==> src/core/pfs_pkg.sv <==
// pfs_pkg: register map, field positions and function codes of the port function select block
// assumes a 16-bit register view mapped onto 32-bit avalon words
package pfs_pkg;
  // printed offsets are not all multiples of four: kept as indices, byte address is four times
  localparam logic [23:0] PFS_P0_IDX       = 24'hff4838;
  localparam logic [23:0] PFS_P1_IDX       = 24'hff4848;
  localparam logic [23:0] PFS_P2_IDX       = 24'hff4858;
  localparam logic [23:0] PFS_DIR_IDX      = 24'hff4880;
  localparam logic [23:0] PFS_PAD_IDX      = 24'hff4881;
  localparam int          PFS_ADDR_W       = 26;
  localparam logic [15:0] PFS_P0_RST       = 16'h0000;
  localparam logic [15:0] PFS_P1_RST       = 16'h0001;
  localparam logic [15:0] PFS_P2_RST       = 16'h0000;
  localparam logic [15:0] PFS_DIR_RST      = 16'h0000;
  localparam logic [15:0] PFS_PAD_RST      = 16'h0003;
  localparam logic [15:0] PFS_P0_WMASK     = 16'h3fff;
  localparam logic [15:0] PFS_P1_WMASK     = 16'h0319;
  localparam logic [15:0] PFS_PAD_WMASK    = 16'h000f;
  // pad control bits
  localparam int          PFS_PAD_OD0      = 0;
  localparam int          PFS_PAD_OD1      = 1;
  localparam int          PFS_PAD_PWMA     = 2;
  localparam int          PFS_PAD_PWMB     = 3;
  // port 1 field positions
  localparam int          PFS_P1_RFBB      = 8;
  localparam int          PFS_P1_DRV4      = 4;
  localparam int          PFS_P1_DRV3      = 3;
  localparam int          PFS_P1_ADC       = 0;
  // port 2 single bits
  localparam int          PFS_P2_P7        = 15;
  localparam int          PFS_P2_IRQ7      = 14;
  localparam int          PFS_P2_P6        = 13;
  localparam int          PFS_P2_IRQ6      = 12;
  // two-bit function codes
  localparam logic [1:0]  PFS_FN_DATA      = 2'h0;
  localparam logic [1:0]  PFS_FN_ALT1      = 2'h1;
  localparam logic [1:0]  PFS_FN_ALT2      = 2'h2;
  localparam logic [1:0]  PFS_FN_ALT3      = 2'h3;
  // direction codes and radio baseband modes
  localparam logic [1:0]  PFS_DIR_IN       = 2'h0;
  localparam logic [1:0]  PFS_DIR_PU       = 2'h1;
  localparam logic [1:0]  PFS_DIR_PD       = 2'h2;
  localparam logic [1:0]  PFS_DIR_OUT      = 2'h3;
  localparam logic [1:0]  PFS_RF_OFF       = 2'h0;
  localparam logic [1:0]  PFS_RF_OUT       = 2'h1;
  localparam logic [1:0]  PFS_RF_BIDIR     = 2'h2;
endpackage : pfs_pkg

==> src/core/pfs_port_function_select.sv <==
// pfs_port_function_select: per-pin function multiplexing for ports 0, 1 and 2
// assumes avalon-mm master on i_core_clk; peripheral signals synchronous to the same clock
module pfs_port_function_select
  import pfs_pkg::*;
(
  input  wire logic                  i_core_clk,
  input  wire logic                  i_rst_b,
  input  wire logic                  i_sw_reset,
  // avalon-mm slave
  input  wire logic [PFS_ADDR_W-1:0] i_avs_address,
  input  wire logic                  i_avs_read,
  input  wire logic                  i_avs_write,
  input  wire logic [31:0]           i_avs_writedata,
  input  wire logic [3:0]            i_avs_byteenable,
  output logic      [31:0]           o_avs_readdata,
  output logic                       o_avs_waitrequest,
  output logic      [1:0]            o_avs_response,
  // output data registers of each port
  input  wire logic [7:0]            i_port0_output_data,
  input  wire logic [7:0]            i_port1_output_data,
  input  wire logic [7:0]            i_port2_output_data,
  // pin inputs
  input  wire logic [7:0]            i_port0_pin,
  input  wire logic [7:0]            i_port1_pin,
  input  wire logic [7:0]            i_port2_pin,
  // peripheral outputs toward pins
  input  wire logic                  i_spi_data_out,
  input  wire logic                  i_spi_clock,
  input  wire logic                  i_primary_uart_transmit,
  input  wire logic                  i_second_uart_transmit,
  input  wire logic                  i_timer_pulse_out_a,
  input  wire logic                  i_timer_pulse_out_b,
  input  wire logic                  i_second_i2c_clock_out,
  input  wire logic                  i_second_i2c_clock_oe,
  input  wire logic                  i_second_i2c_data_out,
  input  wire logic                  i_second_i2c_data_oe,
  input  wire logic                  i_first_i2c_clock_out,
  input  wire logic                  i_first_i2c_clock_oe,
  input  wire logic                  i_first_i2c_data_out,
  input  wire logic                  i_first_i2c_data_oe,
  input  wire logic                  i_buffered_crystal_clock,
  input  wire logic                  i_pcm_frame_sync,
  input  wire logic                  i_slot_frame_signal,
  input  wire logic                  i_pcm_data_out,
  input  wire logic                  i_pcm_open_drain,
  input  wire logic                  i_pcm_clock,
  input  wire logic                  i_debug_port_bit3,
  input  wire logic                  i_debug_port_bit2,
  input  wire logic                  i_hundred_clock_output,
  input  wire logic                  i_echo_control_out_a,
  input  wire logic                  i_echo_control_out_b,
  input  wire logic                  i_led_current_source_a,
  input  wire logic                  i_led_current_source_b,
  input  wire logic [4:0]            i_radio_out,
  input  wire logic                  i_radio_bidir_oe,
  // pins
  output logic      [7:0]            o_port0_pin,
  output logic      [7:0]            o_port0_oe,
  output logic      [7:0]            o_port1_pin,
  output logic      [7:0]            o_port1_oe,
  output logic      [7:0]            o_port2_pin,
  output logic      [7:0]            o_port2_oe,
  output logic      [2:0]            o_port1_weak_drive,
  output logic      [7:0]            o_pull_up,
  output logic      [7:0]            o_pull_down,
  output logic                       o_analog_converter_input_1,
  // peripheral inputs from pins; led pwm enables come from the pad control register
  output logic                       o_spi_data_in,
  output logic                       o_spi_enable_in,
  output logic                       o_pcm_data_in,
  output logic                       o_processor_load_monitor_input,
  output logic      [4:0]            o_radio_in,
  output logic                       o_irq7_in,
  output logic                       o_irq6_in,
  output logic      [1:0]            o_led_pwm_enable
);

  logic [15:0] p0_q;
  logic [15:0] p1_q;
  logic [15:0] p2_q;
  logic [15:0] dir_q;
  logic [15:0] pad_q;
  logic [23:0] idx;
  logic        hit0, hit1, hit2, hitd, hitp, hit_any;
  logic [15:0] wdat;
  logic        wlo, whi;
  logic        busy_q;

  assign idx     = i_avs_address[PFS_ADDR_W-1:2];
  assign wdat    = i_avs_writedata[15:0];
  assign wlo     = i_avs_byteenable[0];
  assign whi     = i_avs_byteenable[1];

  always_comb begin
    hit0 = 1'b0;
    hit1 = 1'b0;
    hit2 = 1'b0;
    hitd = 1'b0;
    hitp = 1'b0;
    if (idx == PFS_P0_IDX) begin
      hit0 = 1'b1;
    end else if (idx == PFS_P1_IDX) begin
      hit1 = 1'b1;
    end else if (idx == PFS_P2_IDX) begin
      hit2 = 1'b1;
    end else if (idx == PFS_DIR_IDX) begin
      hitd = 1'b1;
    end else if (idx == PFS_PAD_IDX) begin
      hitp = 1'b1;
    end
  end
  assign hit_any = hit0 | hit1 | hit2 | hitd | hitp;

  // byte-lane merge under a writable mask
  function automatic logic [15:0] merge(input logic [15:0] old, input logic [15:0] nw,
                                        input logic lo, input logic hi, input logic [15:0] msk);
    logic [15:0] be;
    be = {{8{hi}}, {8{lo}}} & msk;
    return (old & ~be) | (nw & be);
  endfunction

  // one wait cycle per access, then the answer
  always_ff @(posedge i_core_clk or negedge i_rst_b) begin
    if (!i_rst_b) begin
      o_avs_waitrequest <= 1'b1;
    end else begin
      o_avs_waitrequest <= ~((i_avs_read | i_avs_write) & o_avs_waitrequest);
    end
  end
  assign busy_q = ~o_avs_waitrequest;

  // mode registers: hardware reset only, software reset ignored
  always_ff @(posedge i_core_clk or negedge i_rst_b) begin
    if (!i_rst_b) begin
      p0_q  <= PFS_P0_RST;
      p1_q  <= PFS_P1_RST;
      p2_q  <= PFS_P2_RST;
      dir_q <= PFS_DIR_RST;
      pad_q <= PFS_PAD_RST;
    end else if (i_avs_write && busy_q) begin
      if (hit0) begin
        p0_q <= merge(p0_q, wdat, wlo, whi, PFS_P0_WMASK);
      end
      if (hit1) begin
        p1_q <= merge(p1_q, wdat, wlo, whi, PFS_P1_WMASK);
      end
      if (hit2) begin
        p2_q <= merge(p2_q, wdat, wlo, whi, 16'hffff);
      end
      if (hitd) begin
        dir_q <= merge(dir_q, wdat, wlo, whi, 16'hffff);
      end
      if (hitp) begin
        pad_q <= merge(pad_q, wdat, wlo, whi, PFS_PAD_WMASK);
      end
    end
  end

  always_ff @(posedge i_core_clk or negedge i_rst_b) begin
    if (!i_rst_b) begin
      o_avs_readdata <= 32'h0;
      o_avs_response <= 2'h0;
    end else if (i_avs_read && !busy_q) begin
      o_avs_response <= hit_any ? 2'h0 : 2'h3;
      if (hit0) begin
        o_avs_readdata <= {16'h0, p0_q};
      end else if (hit1) begin
        o_avs_readdata <= {16'h0, p1_q};
      end else if (hit2) begin
        o_avs_readdata <= {16'h0, p2_q};
      end else if (hitd) begin
        o_avs_readdata <= {16'h0, dir_q};
      end else if (hitp) begin
        o_avs_readdata <= {16'h0, pad_q};
      end else begin
        o_avs_readdata <= 32'h0;
      end
    end else if (i_avs_write && !busy_q) begin
      o_avs_response <= hit_any ? 2'h0 : 2'h3;
    end
  end

  // direction field of port 1 (software owned): code 11 output, 01 input with pull-up, 10 input with pull-down, 00 input without pull
  logic [7:0] dir_out, pu, pd;
  always_comb begin
    for (int k = 0; k < 8; k++) begin
      dir_out[k] = (dir_q[2*k +: 2] == PFS_DIR_OUT);
      pu[k]      = (dir_q[2*k +: 2] == PFS_DIR_PU);
      pd[k]      = (dir_q[2*k +: 2] == PFS_DIR_PD);
    end
  end

  // next pin values
  logic [7:0] p0_d, p0_oe_d, p1_d, p1_oe_d, p2_d, p2_oe_d;
  logic [1:0] rf;
  always_comb begin
    p0_d    = i_port0_output_data;
    p0_oe_d = 8'hff;
    p1_d    = i_port1_output_data;
    p1_oe_d = dir_out;
    p2_d    = i_port2_output_data;
    p2_oe_d = 8'hff;
    rf      = p1_q[PFS_P1_RFBB +: 2];
    case (p0_q[13:12])
      PFS_FN_ALT1: p0_oe_d[7] = 1'b0;
      PFS_FN_ALT2: p0_d[7] = i_timer_pulse_out_b;
      default: ;
    endcase
    if (p0_q[11:10] == PFS_FN_ALT1) p0_d[6] = i_spi_data_out;
    if (p0_q[9:8] == PFS_FN_ALT1) p0_d[5] = i_spi_clock;
    if (p0_q[7:6] == PFS_FN_ALT1) p0_oe_d[4] = 1'b0;
    if (p0_q[5:4] == PFS_FN_ALT1) begin
      p0_d[3]    = i_second_i2c_clock_out;
      p0_oe_d[3] = i_second_i2c_clock_oe;
    end
    case (p0_q[3:2])
      PFS_FN_ALT1: begin
        p0_d[2]    = i_second_i2c_data_out;
        p0_oe_d[2] = i_second_i2c_data_oe;
      end
      PFS_FN_ALT2: p0_d[2] = i_second_uart_transmit;
      default: ;
    endcase
    if (p0_q[1]) p0_d[1] = i_timer_pulse_out_a;
    if (p0_q[0]) p0_d[0] = i_primary_uart_transmit;
    // radio baseband takes pins 1..5
    if (rf == PFS_RF_OUT || rf == PFS_RF_BIDIR) begin
      p1_d[5:1]    = i_radio_out;
      p1_oe_d[5:1] = 5'h1f;
      if (rf == PFS_RF_BIDIR) begin
        p1_oe_d[5] = 1'b0;
        p1_oe_d[3] = i_radio_bidir_oe;
      end
    end
    if (p1_q[PFS_P1_ADC]) begin
      p1_oe_d[0] = 1'b0;
    end
    if (p2_q[PFS_P2_P7]) p2_d[7] = i_buffered_crystal_clock;
    if (p2_q[PFS_P2_P6]) p2_oe_d[6] = 1'b0;
    case (p2_q[11:10])
      PFS_FN_ALT1: p2_d[5] = i_pcm_frame_sync;
      PFS_FN_ALT2: p2_d[5] = i_slot_frame_signal;
      default: ;
    endcase
    case (p2_q[9:8])
      PFS_FN_ALT1: begin
        p2_d[4]    = i_pcm_open_drain ? 1'b0 : i_pcm_data_out;
        p2_oe_d[4] = i_pcm_open_drain ? ~i_pcm_data_out : 1'b1;
      end
      PFS_FN_ALT2: begin
        p2_d[4]    = i_first_i2c_clock_out;
        p2_oe_d[4] = i_first_i2c_clock_oe;
      end
      PFS_FN_ALT3: p2_d[4] = i_debug_port_bit3;
      default: ;
    endcase
    case (p2_q[7:6])
      PFS_FN_ALT1: p2_oe_d[3] = 1'b0;
      PFS_FN_ALT2: begin
        p2_d[3]    = i_first_i2c_data_out;
        p2_oe_d[3] = i_first_i2c_data_oe;
      end
      PFS_FN_ALT3: p2_d[3] = i_debug_port_bit2;
      default: ;
    endcase
    case (p2_q[5:4])
      PFS_FN_ALT1: p2_d[2] = i_pcm_clock;
      PFS_FN_ALT2: p2_d[2] = i_hundred_clock_output;
      default: ;
    endcase
    case (p2_q[3:2])
      PFS_FN_ALT1: p2_d[1] = i_echo_control_out_b;
      PFS_FN_ALT2: p2_d[1] = i_timer_pulse_out_b;
      PFS_FN_ALT3: p2_d[1] = i_led_current_source_b;
      default: ;
    endcase
    case (p2_q[1:0])
      PFS_FN_ALT1: p2_d[0] = i_echo_control_out_a;
      PFS_FN_ALT2: p2_d[0] = i_timer_pulse_out_a;
      PFS_FN_ALT3: p2_d[0] = i_led_current_source_a;
      default: ;
    endcase
    // open-drain pins drive only low
    if (pad_q[PFS_PAD_OD0]) begin
      p2_oe_d[0] = p2_oe_d[0] & ~p2_d[0];
    end
    if (pad_q[PFS_PAD_OD1]) begin
      p2_oe_d[1] = p2_oe_d[1] & ~p2_d[1];
    end
  end

  always_ff @(posedge i_core_clk or negedge i_rst_b) begin
    if (!i_rst_b) begin
      o_port0_pin <= 8'h0;
      o_port0_oe  <= 8'h0;
      o_port1_pin <= 8'h0;
      o_port1_oe  <= 8'h0;
      o_port2_pin <= 8'h0;
      o_port2_oe  <= 8'h0;
    end else begin
      o_port0_pin <= p0_d;
      o_port0_oe  <= p0_oe_d;
      o_port1_pin <= p1_d;
      o_port1_oe  <= p1_oe_d;
      o_port2_pin <= p2_d;
      o_port2_oe  <= p2_oe_d;
    end
  end

  // pad attributes and routed inputs
  always_ff @(posedge i_core_clk or negedge i_rst_b) begin
    if (!i_rst_b) begin
      o_port1_weak_drive             <= 3'h0;
      o_pull_up                      <= 8'h0;
      o_pull_down                    <= 8'h0;
      o_analog_converter_input_1     <= 1'b1;
      o_led_pwm_enable               <= 2'h0;
    end else begin
      o_port1_weak_drive             <= {p1_q[PFS_P1_DRV4], p1_q[PFS_P1_DRV3], 1'b0};
      o_pull_up                      <= p1_q[PFS_P1_ADC] ? {pu[7:1], 1'b0} : pu;
      o_pull_down                    <= p1_q[PFS_P1_ADC] ? {pd[7:1], 1'b0} : pd;
      o_analog_converter_input_1     <= p1_q[PFS_P1_ADC] & ~dir_out[0];
      o_led_pwm_enable               <= {pad_q[PFS_PAD_PWMB], pad_q[PFS_PAD_PWMA]};
    end
  end

  always_ff @(posedge i_core_clk or negedge i_rst_b) begin
    if (!i_rst_b) begin
      o_spi_data_in                  <= 1'b0;
      o_spi_enable_in                <= 1'b0;
      o_pcm_data_in                  <= 1'b0;
      o_processor_load_monitor_input <= 1'b0;
      o_radio_in                     <= 5'h0;
      o_irq7_in                      <= 1'b0;
      o_irq6_in                      <= 1'b0;
    end else begin
      o_spi_data_in                  <= (p0_q[13:12] == PFS_FN_ALT1) & i_port0_pin[7];
      o_spi_enable_in                <= (p0_q[7:6] == PFS_FN_ALT1) & i_port0_pin[4];
      o_pcm_data_in                  <= (p2_q[7:6] == PFS_FN_ALT1) & i_port2_pin[3];
      o_processor_load_monitor_input <= p2_q[PFS_P2_P6] & i_port2_pin[6];
      o_radio_in                     <= (rf == PFS_RF_BIDIR) ? i_port1_pin[5:1] : 5'h0;
      o_irq7_in <= p2_q[PFS_P2_IRQ7] ? i_port1_pin[2] : i_port2_pin[7];
      o_irq6_in <= p2_q[PFS_P2_IRQ6] ? i_port1_pin[1] : i_port2_pin[6];
    end
  end

endmodule // pfs_port_function_select

==> config.mk <==
export PLATFORM = sky130hd
export DESIGN_NAME = pfs_port_function_select
export DESIGN_NICKNAME = d
export VERILOG_FILES = /design/src/core/pfs_pkg.sv /design/src/core/pfs_port_function_select.sv
export SDC_FILE = /design/constraint.sdc
export NUM_CORES = 1
export LEC_CHECK = 0
export BUFFER_PORTS_ARGS = -buffer_cell sky130_fd_sc_hd__buf_2
export CAP_MARGIN = 10
export CORE_UTILIZATION = 45
export CTS_CLUSTER_DIAMETER = 80
export DETAILED_ROUTE_END_ITERATION = 8
export PLACE_DENSITY = 0.86
export SLEW_MARGIN = 20
export SYNTH_ARGS = -nofsm -noshare
export SYNTH_HDL_FRONTEND = slang
export SYNTH_SLANG_ARGS = --single-unit
==> constraint.sdc <==
create_clock -name i_core_clk -period 1.8 [get_ports i_core_clk]
set_clock_uncertainty 0.05 [all_clocks]
set_input_delay 0.18 -clock i_core_clk [delete_from_list [all_inputs] [get_ports i_core_clk]]
set_output_delay 0.18 -clock i_core_clk [all_outputs]
set_load 0.05 [all_outputs]
==> results_tabular.tex <==
\begin{tabular}{lr}
\hline
Metric & Value \\
\hline
\multicolumn{2}{l}{\textbf{CTS}} \\
Total clock buffers created by CTS & 17 \\
Clock insertion delay at the later pin of the skew report & 0.42 ns \\
H-tree Lvls & 4 \\
Clock input transition at the sequential cells of the worst setup and hold paths & 0.06 ns \\
TritonCTS sink count & 147 \\
Clock tree root driver cell & sky130\_fd\_sc\_hd\_\_clkbuf\_16 \\
Maximum clock path buffer count & 2 \\
Clock tree from TritonCTS & yes \\
\multicolumn{2}{l}{\textbf{Power and ir drop}} \\
Peak ir drop on the vdd network & 0.646 mV \\
Pwr Total & 8.29 mW \\
Power per cell area & 878 mW/mm\^{}2 \\
Leakage power of the design & 4.70 nW \\
\multicolumn{2}{l}{\textbf{Global routing}} \\
Pin count of the biggest net entering global routing & 50 \\
Global-route wire length before repair & 27.5 mm \\
Vias in the first global route & 5465 \\
GRT Resource Usage Total & 25.3\% \\
Grt ovf & 0 \\
Number of antenna violations at the first check in global routing & 1 \\
\multicolumn{2}{l}{\textbf{Outcome}} \\
Failing checks & negative setup slack \\
Run status & complete, but fails checks \\
\multicolumn{2}{l}{\textbf{Final layout}} \\
Most common cell after layout, fill and taps aside & sky130\_fd\_sc\_hd\_\_buf\_2 \\
Layout Utilization & 70.8\% \\
Finished Cell Area & 0.00945 sq mm \\
Fin nets & 973 \\
Most used cells in the layout excluding fill and tap cells & sky130\_fd\_sc\_hd\_\_buf\_2, sky130\_fd\_sc\_hd\_\_dfrtp\_1, sky130\_fd\_sc\_hd\_\_dlygate4sd3\_1 \\
Layout Area Growth over Synthesis & 52.6\% \\
Final standard cell count with taps included and fillers excluded & 1004 \\
Layout cell share with drive strength beyond 1 & 48.7\% \\
Fillers & 927 \\
\multicolumn{2}{l}{\textbf{Placed design}} \\
Detail Placement HPWL & 11.6 mm \\
Worst-case setup slack after placement & -0.704 ns \\
Last weighted congestion value of the routability-driven placer & 0.831 \\
IO buf count & 211 \\
Area of placed instances & 0.00782 sq mm \\
Cell count after placement & 895 \\
\multicolumn{2}{l}{\textbf{STA}} \\
Upper clock frequency limit & 490 MHz \\
Worst slack on hold paths & 0.0211 ns \\
Final critical-path share of the clock period & 113\% \\
Total negative slack & -9.59 ns \\
Worst-case setup margin in the final layout & -0.240 ns \\
Number of setup violations in the final report & 65 \\
Number of hold violations in the final report & 0 \\
Clock period minus worst slack & 2.04 ns \\
Total count of max-transition violations in the final report & 0 \\
Unrepaired setup endpoints after global routing & yes \\
\multicolumn{2}{l}{\textbf{Floorplanning}} \\
Site Rows & 42 \\
Width of the die & 119 um \\
Starting density of the core & 46.4\% \\
Die H & 119 um \\
Core Region & 0.0133 sq mm \\
Total Die Area & 0.0142 sq mm \\
Count of pins on the block boundary & 264 \\
\multicolumn{2}{l}{\textbf{Setup path}} \\
Crit path kind & input pin to register \\
Data required time at the worst endpoint & 2.05 ns \\
Sort of element at the end of the critical path & register \\
Setup slack of the worst register-to-register path & 0.08 ns \\
Arrival time reported for the critical path endpoint & 2.29 ns \\
Worst-path maximum fanout & 8 \\
CP startpoint kind & input pin \\
\multicolumn{2}{l}{\textbf{Synth}} \\
Count of synthesis-stage warnings from yosys & 0 \\
Synthesized area & 0.00619 sq mm \\
Number of flops mapped to enable cells by yosys & 0 \\
Proportion of synthesized chip area in sequential cells & 59.5\% \\
Library cell with the largest summed area after synthesis & sky130\_fd\_sc\_hd\_\_dfrtp\_1 \\
Number of cells produced by synthesis & 476 \\
Cell types with the largest area share after synthesis & sky130\_fd\_sc\_hd\_\_dfrtp\_1, sky130\_fd\_sc\_hd\_\_mux2\_2, sky130\_fd\_sc\_hd\_\_buf\_4 \\
Portion of synthesized cell area occupied by the leading cell type & 57.4\% \\
Most used flip-flop cell after synthesis & sky130\_fd\_sc\_hd\_\_dfrtp\_1 \\
Distinct cells, synth & 51 \\
\#FFs+latches synth & 147 \\
Share of flip-flops with an asynchronous set or reset after synthesis & 100\% \\
Average footprint of a synthesized cell & 13.0 sq um \\
\multicolumn{2}{l}{\textbf{Drt}} \\
Vias after detailed routing & 5128 \\
Number of vias per cell after detailed routing & 5.11 \\
Count of antenna-violating nets left after detailed routing & 0 \\
Drt drc & 0 \\
Iteration-0 DRC Markers & 233 \\
First-pass DRT Iterations & 4 \\
Routed len/inst & 17.5 um \\
WL final & 17.5 mm \\
\multicolumn{2}{l}{\textbf{Run}} \\
Number of max-cap violations & 0 \\
\multicolumn{2}{l}{\textbf{Worst hold path}} \\
Worst min path class & input pin to register \\
\hline
\end{tabular}
critical path, stage by stage:
cell                      delay, ns
sky130_fd_sc_hd__buf_6         0.09
sky130_fd_sc_hd__or4bb_1       0.51
sky130_fd_sc_hd__or4_4         0.57
sky130_fd_sc_hd__or2_4         0.30
sky130_fd_sc_hd__nor3_4        0.15
sky130_fd_sc_hd__buf_12        0.16
sky130_fd_sc_hd__mux2_2        0.33
synthesized netlist by cell type (3+ instances only):
library cell and instances:
sky130_fd_sc_hd__buf_2 5, sky130_fd_sc_hd__nand2_1 23, sky130_fd_sc_hd__nor3_4 3, sky130_fd_sc_hd__dfrtp_1 142, sky130_fd_sc_hd__a22o_1 3, sky130_fd_sc_hd__nor2_1 15, sky130_fd_sc_hd__clkbuf_1 5, sky130_fd_sc_hd__a222oi_1 3
sky130_fd_sc_hd__mux2i_1 4, sky130_fd_sc_hd__nor3b_1 3, sky130_fd_sc_hd__dfstp_2 5, sky130_fd_sc_hd__inv_1 13, sky130_fd_sc_hd__o21ai_0 19, sky130_fd_sc_hd__nand2b_1 7, sky130_fd_sc_hd__mux2_2 70, sky130_fd_sc_hd__a21oi_1 7
sky130_fd_sc_hd__nor4_1 3, sky130_fd_sc_hd__ha_1 11, sky130_fd_sc_hd__nand4b_1 3, sky130_fd_sc_hd__a31oi_1 10, sky130_fd_sc_hd__a22oi_1 13, sky130_fd_sc_hd__nor2b_1 23, sky130_fd_sc_hd__nand3_1 5, sky130_fd_sc_hd__or4_1 4
sky130_fd_sc_hd__and2_1 19, sky130_fd_sc_hd__buf_4 24
final timing paths:
path / start / end / cells past startpoint
max: i_avs_address[11] / register / 7
min: i_avs_writedata[2] / register / 2
max reg2reg: register / o_port0_pin[2] / 5
min reg2reg: register / o_led_pwm_enable[0] / 0
max in group asynchronous: i_rst_b / async pin / 3
min in group asynchronous: i_rst_b / o_port2_oe[1] / 2
layer usage:
metal / part of all wire [%] / vias up / track usage (%)
met1: 39 / 2522 / 28.9
met4: 3.3 / 0 / 12.0
li1: - / 2330 / -
met2: 52 / 225 / 43.9
met3: 5.9 / 51 / 6.99
met5: 0 / - / 0
final cells by class:
| type | count | area, sq um | share of cell area, % |
|---|---|---|---|
| antenna | 1 | 2.50 | 0.0265 |
| clock buffer | 22 | 454 | 4.81 |
| clock inverter | 10 | 206 | 2.18 |
| inverter | 13 | 48.8 | 0.516 |
| multi-input combinational | 297 | 2510 | 26.5 |
| sequential | 147 | 3680 | 39.0 |
| tap | 176 | 220 | 2.33 |
| timing repair buffer | 338 | 2320 | 24.6 |
kinds of logic after synthesis:
kind of cell / Yosys count / synth area share (%)
compound gates: 63 / 6.69
fa+ha+maj: 11 / 2.22
buf+inv: 48 / 4.47
flops: 147 / 59.5
mux: 76 / 14.1
other cells: 2 / 0.121
simple gates: 129 / 12.9
what timing repair did:
action,in CTS,in global routing
gates resized for setup,33,23
setup buffers,1,2
pin swaps,4,14
endpoints found under the hold margin,222,0
hold buffers,73,0
setup endpoints to repair,68,70
power by group:
group	switching (mW)	leakage [nW]	total, mW	internal [mW]
clock	1.32	0.318	3.95	2.63
sequential	0.0274	1.88	3.39	3.37
combinational	0.607	2.50	0.950	0.342
total	1.95	4.70	8.29	6.34
No activity file was read; power rests on OpenSTA's default activity.
